--- config.mk ---
export PLATFORM = sky130hd
export DESIGN_NAME = pfp_manager
export DESIGN_NICKNAME = d
export VERILOG_FILES = /design/src/hw/pfp_pkg.sv /design/src/hw/pfp_retry_if.sv /design/src/hw/pfp_sync.sv /design/src/hw/pfp_retry.sv /design/src/hw/pfp_manager.sv
export VERILOG_INCLUDE_DIRS = /design/src /design/src/hw
export SDC_FILE = /design/constraint.sdc
export NUM_CORES = 1
export LEC_CHECK = 0
export BUFFER_PORTS_ARGS = -buffer_cell sky130_fd_sc_hd__buf_2
export CORE_AREA = 2 2 142 144
export CTS_CLUSTER_DIAMETER = 60
export CTS_CLUSTER_SIZE = 10
export DETAILED_ROUTE_END_ITERATION = 10
export DIE_AREA = 0 0 144 146
export HOLD_SLACK_MARGIN = 0.02
export PLACE_DENSITY = 0.95
export SLEW_MARGIN = 5
export SYNTH_ARGS = -nofsm -noshare
export SYNTH_HDL_FRONTEND = slang
export SYNTH_SLANG_ARGS = --single-unit
--- constraint.sdc ---
create_clock -name clock -period 5.4 [get_ports clock]
set_input_delay 0.54 -clock clock [delete_from_list [all_inputs] [get_ports clock]]
set_output_delay 0.54 -clock clock [all_outputs]
set_load 0.05 [all_outputs]
--- src/hw/pfp_defines.svh ---
// Purpose: register offsets, field positions, reset values and timing counts
// Assumes: 100 MHz system clock, one-second protection tick
// Notes:   times are kept in seconds; the tick period is derived from the clock
`ifndef PFP_DEFINES_SVH
`define PFP_DEFINES_SVH

// clock and tick
`define PFP_CLK_PERIOD_NS     10
`define PFP_TICK_PERIOD_NS    1000000000

// register byte offsets
`define PFP_ADDR_CTRL         8'h00
`define PFP_ADDR_DRY_DELAY    8'h04
`define PFP_ADDR_RESTART_DROP 8'h08
`define PFP_ADDR_SETPOINT     8'h0C
`define PFP_ADDR_STATUS       8'h10
`define PFP_ADDR_IRQ_STATUS   8'h14
`define PFP_ADDR_IRQ_MASK     8'h18

// reset values and restart drop step
`define PFP_RST_MODE          2'h0
`define PFP_RST_DRY_DELAY     16'h000A
`define PFP_RST_RESTART_DROP  8'h03
`define PFP_RST_SETPOINT      8'h1E
`define PFP_RST_IRQ_MASK      8'h00
`define PFP_RESTART_DROP_STEP 8'h01

// block vector bit positions
`define PFP_BIT_DRY           0
`define PFP_BIT_OVERLOAD      1
`define PFP_BIT_CYCLING       2
`define PFP_BIT_SHORT         3
`define PFP_BIT_INTERNAL      4
`define PFP_BIT_OVERHEAT      5
`define PFP_BIT_SUPPLY        6
`define PFP_BIT_SENSOR        7
`define PFP_NUM_BLOCKS        8

// status register fields
`define PFP_STATUS_RUN_BIT    8
`define PFP_STATUS_CODE_LSB   12

// timing in seconds and retry attempt counts
`define PFP_SHORT_HOLD_S      17'd10
`define PFP_INTERNAL_HOLD_S   17'd900
`define PFP_RETRY_FAST_S      17'd600
`define PFP_RETRY_HOURLY_S    17'd3600
`define PFP_RETRY_DAILY_S     17'd86400
`define PFP_RETRY_FAST_N      5'd6
`define PFP_RETRY_HOURLY_N    5'd24
`define PFP_RETRY_DAILY_N     5'd30

`endif

--- src/hw/pfp_pkg.sv ---
// Purpose: shared types of the pump fault-protection manager
// Assumes: constants live in pfp_defines.svh
// Notes:   display codes are ordered by priority, lowest code wins
package pfp_pkg;

  typedef enum logic [1:0] {
    PFP_CYCLE_OFF   = 2'b00,
    PFP_CYCLE_BASIC = 2'b01,
    PFP_CYCLE_SMART = 2'b10
  } pfp_cycle_mode_e;

  typedef enum logic [2:0] {
    PFP_RETRY_IDLE   = 3'b000,
    PFP_RETRY_FAST   = 3'b001,
    PFP_RETRY_HOURLY = 3'b010,
    PFP_RETRY_DAILY  = 3'b011,
    PFP_RETRY_SPENT  = 3'b100
  } pfp_retry_e;

  typedef enum logic [3:0] {
    PFP_CODE_NONE     = 4'b0000,
    PFP_CODE_SHORT    = 4'b0001,
    PFP_CODE_INTERNAL = 4'b0010,
    PFP_CODE_OVERHEAT = 4'b0011,
    PFP_CODE_SUPPLY   = 4'b0100,
    PFP_CODE_OVERLOAD = 4'b0101,
    PFP_CODE_SENSOR   = 4'b0110,
    PFP_CODE_DRY      = 4'b0111,
    PFP_CODE_CYCLING  = 4'b1000
  } pfp_code_e;

endpackage

--- src/hw/pfp_retry_if.sv ---
// Purpose: carrier between the manager and one retry scheduler
// Assumes: all signals on the system clock
// Notes:   manual_clr and the dry-run trigger are one-cycle pulses; the overload trigger is a level
`timescale 1ns/1ps
interface pfp_retry_if;
  logic tick;
  logic trigger;
  logic cond;
  logic manual_clr;
  logic blocked;

  modport ctrl  (output tick, output trigger, output cond, output manual_clr, input blocked);
  modport retry (input tick, input trigger, input cond, input manual_clr, output blocked);
endinterface

--- src/hw/pfp_sync.sv ---
// Purpose: two-flop synchroniser for a group of pin inputs
// Assumes: inputs are asynchronous levels
// Notes:   only the second stage is visible
`timescale 1ns/1ps
module pfp_sync #(
  parameter int W = 1
) (
  // clock and reset
  input  wire logic         clock,
  input  wire logic         rst_n,
  // data
  input  wire logic [W-1:0] d,
  output logic      [W-1:0] q
);
  logic [W-1:0] meta;

  always_ff @(posedge clock) begin
    if (!rst_n) begin
      meta <= '0;
      q    <= '0;
    end else begin
      meta <= d;
      q    <= meta;
    end
  end
endmodule

--- src/hw/pfp_retry.sv ---
// Purpose: timed automatic retry schedule for one blockage
// Assumes: one tick per second; cond high means the fault is still present
// Notes:   after the last daily attempt the block stays until a manual reset
`timescale 1ns/1ps
`include "pfp_defines.svh"
module pfp_retry (
  // clock and reset
  input wire logic clock,
  input wire logic rst_n,
  // control side
  pfp_retry_if.retry rif
);
  pfp_pkg::pfp_retry_e state;
  logic [16:0]         secs;
  logic [4:0]          tries;
  logic [16:0]         interval;
  logic [4:0]          limit;
  logic                timing;

  always_comb begin
    unique case (state)
      pfp_pkg::PFP_RETRY_FAST: begin
        interval = `PFP_RETRY_FAST_S;
        limit    = `PFP_RETRY_FAST_N;
      end
      pfp_pkg::PFP_RETRY_HOURLY: begin
        interval = `PFP_RETRY_HOURLY_S;
        limit    = `PFP_RETRY_HOURLY_N;
      end
      pfp_pkg::PFP_RETRY_DAILY: begin
        interval = `PFP_RETRY_DAILY_S;
        limit    = `PFP_RETRY_DAILY_N;
      end
      default: begin
        interval = 17'd0;
        limit    = 5'd0;
      end
    endcase
  end

  assign timing      = (state == pfp_pkg::PFP_RETRY_FAST) || (state == pfp_pkg::PFP_RETRY_HOURLY)
                       || (state == pfp_pkg::PFP_RETRY_DAILY);
  assign rif.blocked = (state != pfp_pkg::PFP_RETRY_IDLE);

  always_ff @(posedge clock) begin
    if (!rst_n) begin
      state <= pfp_pkg::PFP_RETRY_IDLE;
      secs  <= 17'd0;
      tries <= 5'd0;
    end else if (rif.trigger && state == pfp_pkg::PFP_RETRY_IDLE) begin
      state <= pfp_pkg::PFP_RETRY_FAST; // [RULE_12]
      secs  <= 17'd0;
      tries <= 5'd0;
    end else if (rif.manual_clr) begin
      state <= pfp_pkg::PFP_RETRY_IDLE; // [RULE_02]
    end else if (rif.tick && timing) begin
      if (secs + 17'd1 >= interval) begin
        secs <= 17'd0;
        if (!rif.cond) begin
          state <= pfp_pkg::PFP_RETRY_IDLE; // [RULE_11] [RULE_10]
        end else if (tries + 5'd1 == limit) begin
          tries <= 5'd0;
          unique case (state)
            pfp_pkg::PFP_RETRY_FAST:   state <= pfp_pkg::PFP_RETRY_HOURLY; // [RULE_12]
            pfp_pkg::PFP_RETRY_HOURLY: state <= pfp_pkg::PFP_RETRY_DAILY;
            default:                   state <= pfp_pkg::PFP_RETRY_SPENT;
          endcase
        end else begin
          tries <= tries + 5'd1;
        end
      end else begin
        secs <= secs + 17'd1; // [RULE_16]
      end
    end
  end
endmodule

--- src/hw/pfp_manager.sv ---
// Purpose: fault-protection manager of an inverter-driven water pump
// Assumes: sensor and key pins are asynchronous; APB master on the same clock
// Notes:   zero-wait APB slave, one register word per aligned address
`timescale 1ns/1ps
`include "pfp_defines.svh"

// Operation
// RULE_01 - dry run past delay blocks, alarms, shows code
// RULE_02 - plus/minus release clears error, forces retry
// RULE_03 - leak cycling mode: off, basic or smart
// RULE_04 - basic cycling blocks until manual key reset
// RULE_05 - smart cycling raises restart pressure drop
// RULE_06 - near freezing, run pump to warm water
// RULE_07 - pressure sensor fault blocks, clears itself
// RULE_08 - supply out of range blocks, auto clear only
// RULE_09 - phase short ignores keys for ten seconds
// RULE_10 - listed blockages reset themselves automatically
// RULE_11 - successful retry ends schedule, normal operation
// RULE_12 - retries: 10 min x6, hourly x24, daily x30
// RULE_13 - power stage overheat clears when temperature normal
// RULE_14 - display only highest priority active protection
// RULE_15 - internal error blocks fifteen minutes, then clears
// RULE_16 - timers advance on a one-second tick
module pfp_manager #(
  parameter int unsigned TICK_CYCLES = `PFP_TICK_PERIOD_NS / `PFP_CLK_PERIOD_NS
) (
  // clock and reset
  input  wire logic        clock,
  input  wire logic        rst_n,
  // apb slave
  input  wire logic [7:0]  paddr,
  input  wire logic        psel,
  input  wire logic        penable,
  input  wire logic        pwrite,
  input  wire logic [31:0] pwdata,
  output logic      [31:0] prdata,
  output logic             pready,
  output logic             pslverr,
  // sensors and drive
  input  wire logic        water_lack,
  input  wire logic        leak_recur,
  input  wire logic        temp_near_freeze,
  input  wire logic        pressure_sensor_fault,
  input  wire logic        supply_out_of_range,
  input  wire logic        power_stage_overheat,
  input  wire logic        motor_overload,
  input  wire logic        phase_short,
  input  wire logic        internal_error,
  input  wire logic        pump_demand,
  // keypad
  input  wire logic        key_plus,
  input  wire logic        key_minus,
  // outputs
  output logic             pump_run,
  output logic             alarm_led,
  output logic      [3:0]  display_code,
  output logic             leak_cycling_message,
  output logic             irq
);
  // synchronised pins
  logic [11:0] pins;
  logic [11:0] s;
  logic s_water, s_leak, s_freeze, s_sensor, s_supply, s_overheat;
  logic s_overload, s_short, s_internal, s_demand, s_plus, s_minus;

  assign pins = {water_lack, leak_recur, temp_near_freeze, pressure_sensor_fault,
                 supply_out_of_range, power_stage_overheat, motor_overload, phase_short,
                 internal_error, pump_demand, key_plus, key_minus};
  assign {s_water, s_leak, s_freeze, s_sensor, s_supply, s_overheat,
          s_overload, s_short, s_internal, s_demand, s_plus, s_minus} = s;

  pfp_sync #(.W(12)) u_sync (
    .clock (clock),
    .rst_n (rst_n),
    .d     (pins),
    .q     (s)
  );

  // registers
  pfp_pkg::pfp_cycle_mode_e cycle_mode;
  logic [15:0]              dry_run_delay;
  logic [7:0]               restart_pressure_drop;
  logic [7:0]               pressure_setpoint;
  logic [7:0]               irq_status;
  logic [7:0]               irq_mask;

  // protection state
  logic        tick;
  logic [31:0] tick_cnt;
  logic [15:0] dry_secs;
  logic        dry_trigger;
  logic        leak_q, short_q, internal_q;
  logic        cycling_block;
  logic        phase_short_block;
  logic [16:0] short_secs;
  logic        internal_block;
  logic [16:0] internal_secs;
  logic        keys_held;
  logic        manual;
  logic [7:0]  blocks;
  logic [7:0]  blocks_q;
  logic [7:0]  events;
  logic        dry_run_block;
  logic        motor_overload_block;
  pfp_pkg::pfp_code_e next_code;

  // apb decode
  logic        setup;
  logic        access;
  logic        wr;
  logic        mapped;
  logic [31:0] rd_data;

  assign setup  = psel && !penable;
  assign access = psel && penable && pready;
  assign wr     = access && pwrite;

  // one-second tick
  always_ff @(posedge clock) begin
    if (!rst_n) begin
      tick_cnt <= 32'h0000_0000;
      tick     <= 1'b0;
    end else if (tick_cnt == TICK_CYCLES - 1) begin
      tick_cnt <= 32'h0000_0000; // [RULE_16]
      tick     <= 1'b1;
    end else begin
      tick_cnt <= tick_cnt + 32'h0000_0001;
      tick     <= 1'b0;
    end
  end

  // retry schedulers for dry run and motor overload
  pfp_retry_if dry_if ();
  pfp_retry_if ovl_if ();

  assign dry_if.tick       = tick;
  assign dry_if.trigger    = dry_trigger;
  assign dry_if.cond       = s_water;
  assign dry_if.manual_clr = manual;
  assign ovl_if.tick       = tick;
  assign ovl_if.trigger    = s_overload;
  assign ovl_if.cond       = s_overload;
  assign ovl_if.manual_clr = manual;
  assign dry_run_block        = dry_if.blocked;
  assign motor_overload_block = ovl_if.blocked;

  pfp_retry u_dry_retry (
    .clock (clock),
    .rst_n (rst_n),
    .rif   (dry_if.retry)
  );

  pfp_retry u_ovl_retry (
    .clock (clock),
    .rst_n (rst_n),
    .rif   (ovl_if.retry)
  );

  // water lack must persist for the configured delay
  always_ff @(posedge clock) begin
    if (!rst_n) begin
      dry_secs    <= 16'h0000;
      dry_trigger <= 1'b0;
    end else if (!s_water || dry_run_block) begin
      dry_secs    <= 16'h0000;
      dry_trigger <= 1'b0;
    end else if (tick) begin
      if (dry_secs + 16'h0001 >= dry_run_delay) begin
        dry_secs    <= 16'h0000;
        dry_trigger <= 1'b1; // [RULE_01]
      end else begin
        dry_secs    <= dry_secs + 16'h0001; // [RULE_16]
        dry_trigger <= 1'b0;
      end
    end else begin
      dry_trigger <= 1'b0;
    end
  end

  // manual reset on release of both keys after they were held together
  always_ff @(posedge clock) begin
    if (!rst_n) begin
      keys_held <= 1'b0;
      manual    <= 1'b0;
    end else if (s_plus && s_minus) begin
      keys_held <= 1'b1;
      manual    <= 1'b0;
    end else if (keys_held && !s_plus && !s_minus) begin
      keys_held <= 1'b0;
      manual    <= 1'b1; // [RULE_02]
    end else begin
      manual    <= 1'b0;
    end
  end

  // edge memory for event inputs
  always_ff @(posedge clock) begin
    if (!rst_n) begin
      leak_q     <= 1'b0;
      short_q    <= 1'b0;
      internal_q <= 1'b0;
    end else begin
      leak_q     <= s_leak;
      short_q    <= s_short;
      internal_q <= s_internal;
    end
  end

  // leak cycling in basic mode
  always_ff @(posedge clock) begin
    if (!rst_n) begin
      cycling_block <= 1'b0;
    end else if (s_leak && !leak_q && cycle_mode == pfp_pkg::PFP_CYCLE_BASIC) begin
      cycling_block <= 1'b1; // [RULE_04] [RULE_03]
    end else if (manual) begin
      cycling_block <= 1'b0; // [RULE_02]
    end
  end

  // phase short: keys take effect only after the hold-off
  always_ff @(posedge clock) begin
    if (!rst_n) begin
      phase_short_block <= 1'b0;
      short_secs        <= 17'd0;
    end else if (s_short && !short_q) begin
      phase_short_block <= 1'b1;
      short_secs        <= 17'd0;
    end else begin
      if (tick && short_secs < `PFP_SHORT_HOLD_S) begin
        short_secs <= short_secs + 17'd1; // [RULE_16]
      end
      if (manual && short_secs >= `PFP_SHORT_HOLD_S) begin
        phase_short_block <= 1'b0; // [RULE_09]
      end
    end
  end

  // internal error: powered wait, then automatic clear
  always_ff @(posedge clock) begin
    if (!rst_n) begin
      internal_block <= 1'b0;
      internal_secs  <= 17'd0;
    end else if (s_internal && !internal_q) begin
      internal_block <= 1'b1;
      internal_secs  <= 17'd0;
    end else if (internal_block && tick) begin
      if (internal_secs + 17'd1 >= `PFP_INTERNAL_HOLD_S) begin
        internal_block <= 1'b0; // [RULE_15]
        internal_secs  <= 17'd0;
      end else begin
        internal_secs  <= internal_secs + 17'd1;
      end
    end
  end

  // block vector; level blocks follow their conditions and ignore the keys
  always_comb begin
    blocks                    = 8'h00;
    blocks[`PFP_BIT_DRY]      = dry_run_block;
    blocks[`PFP_BIT_OVERLOAD] = motor_overload_block;
    blocks[`PFP_BIT_CYCLING]  = cycling_block;
    blocks[`PFP_BIT_SHORT]    = phase_short_block;
    blocks[`PFP_BIT_INTERNAL] = internal_block;
    blocks[`PFP_BIT_OVERHEAT] = s_overheat; // [RULE_13] [RULE_10]
    blocks[`PFP_BIT_SUPPLY]   = s_supply;   // [RULE_08]
    blocks[`PFP_BIT_SENSOR]   = s_sensor;   // [RULE_07]
  end

  // highest priority active protection
  always_comb begin
    if (blocks[`PFP_BIT_SHORT]) begin
      next_code = pfp_pkg::PFP_CODE_SHORT; // [RULE_14]
    end else if (blocks[`PFP_BIT_INTERNAL]) begin
      next_code = pfp_pkg::PFP_CODE_INTERNAL;
    end else if (blocks[`PFP_BIT_OVERHEAT]) begin
      next_code = pfp_pkg::PFP_CODE_OVERHEAT;
    end else if (blocks[`PFP_BIT_SUPPLY]) begin
      next_code = pfp_pkg::PFP_CODE_SUPPLY;
    end else if (blocks[`PFP_BIT_OVERLOAD]) begin
      next_code = pfp_pkg::PFP_CODE_OVERLOAD;
    end else if (blocks[`PFP_BIT_SENSOR]) begin
      next_code = pfp_pkg::PFP_CODE_SENSOR; // [RULE_07]
    end else if (blocks[`PFP_BIT_DRY]) begin
      next_code = pfp_pkg::PFP_CODE_DRY; // [RULE_01]
    end else if (blocks[`PFP_BIT_CYCLING]) begin
      next_code = pfp_pkg::PFP_CODE_CYCLING;
    end else begin
      next_code = pfp_pkg::PFP_CODE_NONE;
    end
  end

  // pump, indicator and display outputs
  always_ff @(posedge clock) begin
    if (!rst_n) begin
      pump_run             <= 1'b0;
      alarm_led            <= 1'b0;
      display_code         <= 4'h0;
      leak_cycling_message <= 1'b0;
    end else begin
      pump_run             <= (s_demand || s_freeze) && (blocks == 8'h00); // [RULE_06] [RULE_01]
      alarm_led            <= (blocks != 8'h00); // [RULE_01] [RULE_04]
      display_code         <= next_code; // [RULE_14]
      leak_cycling_message <= cycling_block; // [RULE_04]
    end
  end

  // writable registers
  always_ff @(posedge clock) begin
    if (!rst_n) begin
      cycle_mode        <= pfp_pkg::pfp_cycle_mode_e'(`PFP_RST_MODE);
      dry_run_delay     <= `PFP_RST_DRY_DELAY;
      pressure_setpoint <= `PFP_RST_SETPOINT;
      irq_mask          <= `PFP_RST_IRQ_MASK;
    end else if (wr) begin
      unique case (paddr)
        `PFP_ADDR_CTRL: begin
          if (pwdata[1:0] != 2'b11) begin
            cycle_mode <= pfp_pkg::pfp_cycle_mode_e'(pwdata[1:0]); // [RULE_03]
          end
        end
        `PFP_ADDR_DRY_DELAY: dry_run_delay     <= pwdata[15:0];
        `PFP_ADDR_SETPOINT:  pressure_setpoint <= pwdata[7:0];
        `PFP_ADDR_IRQ_MASK:  irq_mask          <= pwdata[7:0];
        default: ;
      endcase
    end
  end

  // restart pressure drop: smart cycling raises it, saturating
  always_ff @(posedge clock) begin
    if (!rst_n) begin
      restart_pressure_drop <= `PFP_RST_RESTART_DROP;
    end else if (s_leak && !leak_q && cycle_mode == pfp_pkg::PFP_CYCLE_SMART) begin
      if (restart_pressure_drop <= 8'hFF - `PFP_RESTART_DROP_STEP) begin
        restart_pressure_drop <= restart_pressure_drop + `PFP_RESTART_DROP_STEP; // [RULE_05]
      end
    end else if (wr && paddr == `PFP_ADDR_RESTART_DROP) begin
      restart_pressure_drop <= pwdata[7:0];
    end
  end

  // sticky events, cleared by reading; a new event wins over the clear
  assign events = blocks & ~blocks_q;

  always_ff @(posedge clock) begin
    if (!rst_n) begin
      blocks_q   <= 8'h00;
      irq_status <= 8'h00;
      irq        <= 1'b0;
    end else begin
      blocks_q <= blocks;
      if (access && !pwrite && paddr == `PFP_ADDR_IRQ_STATUS) begin
        irq_status <= events;
      end else begin
        irq_status <= irq_status | events;
      end
      irq <= ((irq_status | events) & irq_mask) != 8'h00;
    end
  end

  // read mux
  always_comb begin
    rd_data = 32'h0000_0000;
    mapped  = 1'b1;
    unique case (paddr)
      `PFP_ADDR_CTRL:         rd_data[1:0]  = cycle_mode;
      `PFP_ADDR_DRY_DELAY:    rd_data[15:0] = dry_run_delay;
      `PFP_ADDR_RESTART_DROP: rd_data[7:0]  = restart_pressure_drop;
      `PFP_ADDR_SETPOINT:     rd_data[7:0]  = pressure_setpoint;
      `PFP_ADDR_STATUS: begin
        rd_data[7:0]                                        = blocks;
        rd_data[`PFP_STATUS_RUN_BIT]                        = pump_run;
        rd_data[`PFP_STATUS_CODE_LSB+3:`PFP_STATUS_CODE_LSB] = display_code;
      end
      `PFP_ADDR_IRQ_STATUS:   rd_data[7:0]  = irq_status;
      `PFP_ADDR_IRQ_MASK:     rd_data[7:0]  = irq_mask;
      default:                mapped        = 1'b0;
    endcase
  end

  // apb answer: ready in the cycle after setup
  always_ff @(posedge clock) begin
    if (!rst_n) begin
      pready  <= 1'b0;
      pslverr <= 1'b0;
      prdata  <= 32'h0000_0000;
    end else if (setup) begin
      pready  <= 1'b1;
      pslverr <= !mapped;
      prdata  <= pwrite ? 32'h0000_0000 : rd_data;
    end else begin
      pready  <= 1'b0;
      pslverr <= 1'b0;
    end
  end

endmodule

=== After elaboration in Yosys (flattened, before gate mapping) ===
Cells that the tools add are included.

* Output and inout bits: 42
* Register bits: 266

* Bitwise logic cells: 7
* Reductions and logical operators: 85
* Magnitude comparators: 7
* Add/subtract/negate cells: 9
* Mux-type cells: 56
* Equal/unequal tests: 23

{| class="wikitable"
|+ Operators by type and width
! cell !! number
|-
| 17-bit case mux with 3 select lines || 2
|-
| 17-bit by 1-bit adder with 17-bit output, second input constant || 4
|-
| 17-bit 2-to-1 mux || 3
|-
| 6-bit case mux with 6 select lines || 1
|-
| 17-bit >= comparator || 2
|-
| 32-bit by 1-bit adder with 32-bit output, second input constant || 1
|-
| 32-bit by 27-bit equality test with 1-bit output, second input constant || 1
|-
| 16-bit 2-to-1 mux || 2
|-
| 8-bit 2-to-1 mux || 4
|-
| 5-bit case mux with 3 select lines || 2
|-
| 3-bit 2-to-1 mux || 9
|-
| 8-bit by 5-bit equality test with 1-bit output, second input constant || 3
|-
| 1-bit logical AND || 23
|-
| 1-bit 2-to-1 mux || 23
|-
| 3-bit nonzero test || 6
|-
| 17-bit by 10-bit >= comparator with 1-bit output, second input constant || 1
|-
| 17-bit by 4-bit >= comparator with 1-bit output, second input constant || 1
|-
| 17-bit by 4-bit < comparator with 1-bit output, second input constant || 1
|-
| 16-bit by 1-bit adder with 16-bit output, second input constant || 1
|-
| 8-bit AND || 2
|-
| 8-bit by 4-bit equality test with 1-bit output, second input constant || 2
|-
| 16-bit >= comparator || 1
|-
| 8-bit zero test || 2
|-
| 2-bit AND reduction || 8
|-
| 34 further kinds || 82
|}

=== Depth between registers and ports, before layout ===
* Depth after elaboration: 9
* Depth in mapped cells: 16

=== Modules after synthesis ===
From an unflattened synthesis, not the netlist that was laid out.

* Cell total of the unflattened synthesis: 1563
* Area, all modules: 13032.5 µm²

{| class="wikitable"
|+ Modules (own cells, without submodules)
! module !! times used !! cells each !! sequential area each (µm²) !! area each (µm²)
|-
| pfp_manager || 1 || 993 || 3503.4 || 8360.5
|-
| pfp_retry || 2 || 260 || 500.5 || 1998.2
|-
| pfp_sync || 1 || 50 || 480.5 || 675.6
|}

=== Worst setup path before layout ===
Ideal clock, no wire load.

* Path kind: register to register
* From: register u_dry_retry.secs[0]
* To: register u_dry_retry.secs[15]
* Buffers on the path: 0
* Path slack: 2021 ps
* Cell stages (with the launch flop): 15
* Arrival: 3304 ps
* Cell sequence: dfxtp_1 > ha_1 > nand2_1 > nor2_1 > and3_1 > nand3_1 > or2_2 > xnor2_1 > ha_1 > o41a_1 > o41a_1 > a31oi_1 > o21ai_1 > or4_1 > a31oi_1

* Longest elaborated chain between the ends: 3

{| class="wikitable"
|+ RTL lines
! element !! line !! source
|-
| start: declaration || pfp_retry.sv:14 || <nowiki>logic [16:0] secs;</nowiki>
|-
| start signal: assignment || pfp_retry.sv:72 || <nowiki>secs <= secs + 17'd1;</nowiki>
|-
| 17-bit by 1-bit adder with 17-bit output (*) || pfp_retry.sv:57, pfp_retry.sv:72 ||
|-
| 17-bit >= comparator || pfp_retry.sv:57 || <nowiki>if (secs + 17'd1 >= interval) begin</nowiki>
|-
| 17-bit 2-to-1 mux (*) || pfp_retry.sv:57 ||
|}

Every way passes the cells marked *; elsewhere a longest branch is shown, timed or not.
A chain may end at the register's enable or synchronous reset.

=== Worst setup path after layout ===
* From: register u_dry_retry.secs[0]
* To: register u_dry_retry.state[1]

* Longest elaborated chain between the ends: 3

{| class="wikitable"
|+ RTL lines
! element !! line !! source
|-
| 17-bit by 1-bit adder with 17-bit output || pfp_retry.sv:57 ||
|-
| 17-bit >= comparator || pfp_retry.sv:57 ||
|-
| 3-bit AND reduction (no source line) || -- ||
|-
| end signal: assignment || pfp_retry.sv:55 || <nowiki>state <= pfp_pkg::PFP_RETRY_IDLE;</nowiki>
|-
| end signal: assignment || pfp_retry.sv:60 || <nowiki>state <= pfp_pkg::PFP_RETRY_IDLE;</nowiki>
|-
| end signal: assignment || pfp_retry.sv:64 || <nowiki>pfp_pkg::PFP_RETRY_FAST: state <= pfp_pkg::PFP_RETRY_HOURLY;</nowiki>
|-
| end: declaration || pfp_retry.sv:13 || <nowiki>pfp_pkg::pfp_retry_e state;</nowiki>
|}

No other way between the ends.

==> flow_metrics.py <==
metrics = {
    "cells_and_area": {
        "post-route-util_pct": 70.7,
        "nFillCells": 1395,
        "final_cell_area_um2": 13700,
        "final_cell_mix": "dfxtp_1 (249), nor2_1 (179), nand2_1 (173)",
        "final_common_cell": "dfxtp_1",
        "syn_to_final_growth_pct": 9.28,
        "register_area_um2": 4980,
        "layout-drive-gt1-share_pct": 8.99,
        "insertedDiodeCount": 0,
        "nets": 1666,
        "multiInputGateArea_um2": 7040,
    },
    "clocking": {
        "htree_levels": 1,
        "clockBufferDepth": 3,
        "path_clk_slew_ns": 0.06,
        "ctsResizeCount": 0,
        "clock_latency_ns": 0.52,
        "cts-root-buf": "clkbuf_16",
        "cts_made_buffers": 29,
        "cts.sink_count": 249,
        "post_cts_buffers": 0,
        "hold_buffers": 0,
        "cts_tree": "done",
    },
    "synthesis": {
        "syn_inst": 1522,
        "ys.flop_type": "dfxtp_1",
        "yosys.area_share.xor_xnor_pct": 6.79,
        "synth_edf_count": 0,
        "synth_top_family_by_area": "simple AND/OR/NAND/NOR gates",
        "synth_warnings": 0,
        "syn_area_um2": 12500,
        "synthArstFlopShare_pct": 0,
        "synth.distinct_cells": 76,
        "synthSimpleGateAreaFrac_pct": 28.3,
        "yosys.area_share.adder_pct": 5.20,
        "synth.area.mux_share_pct": 2.28,
        "avgSynthCellArea_um2": 8.22,
        "ys_ff_latch": 249,
        "ys_seq_area_share_pct": 39.8,
        "synth-compound-area-share_pct": 13.1,
    },
    "timing": {
        "drv_slew": 0,
        "slew_headroom_pct": 23.1,
        "rsz0062_at_grt": "no",
        "clock_skew_ns": 0.00873,
        "finalSetupViolations": 0,
        "worst_pin_slew_ns": 1.15,
        "hold_ws_ns": 0.220,
        "max_freq_mhz": 236,
        "tns_ns": 0,
        "period_share_pct": 78.5,
        "fin_crit_ns": 4.24,
        "hold_viol": 0,
    },
    "grt": {
        "grt_pass1_vias": 10700,
        "grt_max_degree": 54,
        "track_usage_pct": 28.6,
        "gr-total-overflow": 0,
        "antenna_found_initial": 0,
        "grt_pass1_wl_um": 50200,
    },
    "drt": {
        "via_per_inst": 6.26,
        "drtAntennaViolNets": 0,
        "drtIter0Drc": 1185,
        "num_vias": 11400,
        "wire_per_inst_um": 16.9,
        "drc": 0,
        "drt_first_pass_iters": 9,
        "routed_wirelength_um": 30700,
    },
    "power": {
        "vdd_drop_max_v": 0.000231,
        "power_density_nw_per_um2": 267,
        "p_leak_nw": 5.41,
    },
    "setup_path": {
        "path_class": "reg2reg",
        "cp.arrival_ns": 4.64,
        "max_stage_delay_ns": 0.52,
        "cp.required_ns": 5.80,
        "worstPathCellList": "ha_1 > nand2_1 > nor2_1 > and3_1 > nand3_1 > or2_2 > xnor2_1 > ha_1 > o41a_1 > o41a_1 > a31oi_1 > o21a_1 > or3_1 > o41ai_1",
        "worstPathMaxFanout": 29,
        "cp-start-kind": "register",
        "cp-end-kind": "register",
        "cpMaxStageDelayCell": "or3_1",
    },
    "die": {
        "core-area_um2": 19300,
        "pin_count": 99,
        "initial_core_util_pct": 64.7,
        "die_area_um2": 21000,
        "die_h_um": 146,
        "num_rows": 51,
        "die_w_um": 144,
    },
    "hold_path": {
        "worstHoldPathType": "in2reg",
    },
    "place": {
        "port_buffers": 66,
        "dp_hpwl_um": 20400,
        "place_area_um2": 12900,
        "globalplace.congestion": 0.942,
    },
    "job": {
        "maxCapViolCount": 0,
    },
    "run_status": {
        "outcome": "finished clean",
    },
}
-- cell type report --
cell class	instances	area share [%]
multi-input cells	1158	51.5
flip-flops and latches	249	36.5
clock buffers	30	5.33
repair buffers	77	3.02
well taps	265	2.42
inverters	42	1.15
clock inverters	2	0.101
-- through the flow --
stage	power, mW	std cells	setup WS (ns)
3_5_place_dp	2.06	1791	1.33
5_1_grt	3.75	1823	0.806
6_report	3.66	1823	1.16
2_1_floorplan	2.01	1537	2.02
3_3_place_gp	2.05	1791	1.47
4_1_cts	3.67	1823	1.23
-- state kept, by name, indices dropped and copies added, names as in the netlist, 3 cells and up --
name and count:
blocks_q 8, display_code 4, dry_run_delay 16, dry_secs 16, internal_secs 17, irq_mask 8, irq_status 8, prdata 16
pressure_setpoint 8, restart_pressure_drop 8, short_secs 17, tick_cnt 32, u_dry_retry.secs 17, u_dry_retry.state 3, u_dry_retry.tries 5, u_ovl_retry.secs 17
u_ovl_retry.state 3, u_ovl_retry.tries 5, u_sync.meta 12, u_sync.q 12
-- Yosys cell counts, types with 14 or more instances --
cell type	number	area share (%)
ha_1	52	5.2
a31oi_1	16	0.80
and2_1	39	1.9
nand2b_1	15	0.75
a21oi_1	82	3.3
mux2i_1	24	1.9
nor4_1	15	0.75
nor2b_1	19	0.95
buf_4	16	0.96
nand4_1	33	1.6
o21ai_0	56	2.2
nor3_1	29	1.2
xor2_1	49	3.4
clkbuf_1	54	1.6
xnor2_1	48	3.4
inv_1	41	1.2
dfxtp_1	249	40
and3_1	45	2.2
or3_1	14	0.70
nor2_1	179	5.4
nand2_1	173	5.2
nand3_1	101	4.0
-- report_power, final --
group	leakage, nW	switching (mW)	internal, mW	total [mW]
combinational	3.03	0.116	0.0364	0.152
clock	0.367	0.690	0.943	1.63
sequential	2.01	0.0141	1.86	1.87
-- critical path: cells and delay by family, from the launching register on --
family / cells / cell delay, ns
flip-flops: 1 / 0.41
AND/OR/NAND/NOR: 6 / 1.80
XOR/XNOR: 1 / 0.14
adder cells (fa/ha/maj): 2 / 0.60
AO/OA/AOI/OAI: 5 / 1.14
-- cells by family (layout without fill, tap and decap cells) --
group                      count (synthesis)  in the layout
DFF                                      249            249
adders and majority gates                 52             52
xor gates and xnor gates                  97             97
buffers and inverters                    130            151
and+or+nand+nor                          710            710
other                                      1             16
AOI/OAI and AO/OA                        255            255
muxes                                     28             28
-- path summary, 6_finish.rpt --
| path | start | endpoint | slack (ns) | cells past startpoint |
|---|---|---|---|---|
| hold / removal | supply_out_of_range | u_sync.meta[7] | 0.22 | 2 |
| setup / recovery | u_dry_retry.secs[0] | u_dry_retry.state[1] | 1.16 | 14 |
| setup reg to reg | u_dry_retry.secs[0] | u_dry_retry.state[1] | 1.16 | 14 |
| hold reg to reg | u_sync.meta[10] | u_sync.q[10] | 0.43 | 1 |
-- per-layer routing --
| metal | share of wire (%) | routed length, µm | up-vias | GRT usage (%) |
|---|---|---|---|---|
| met5 | 0 | 0 | - | 0 |
| met4 | 3.1 | 956 | 0 | 9.90 |
| met3 | 9.2 | 2830 | 103 | 4.51 |
| met2 | 48 | 14800 | 615 | 49.1 |
| met1 | 40 | 12200 | 5334 | 36.2 |
| li1 | - | - | 5367 | - |
No activity file was read; power rests on OpenSTA's default activity.
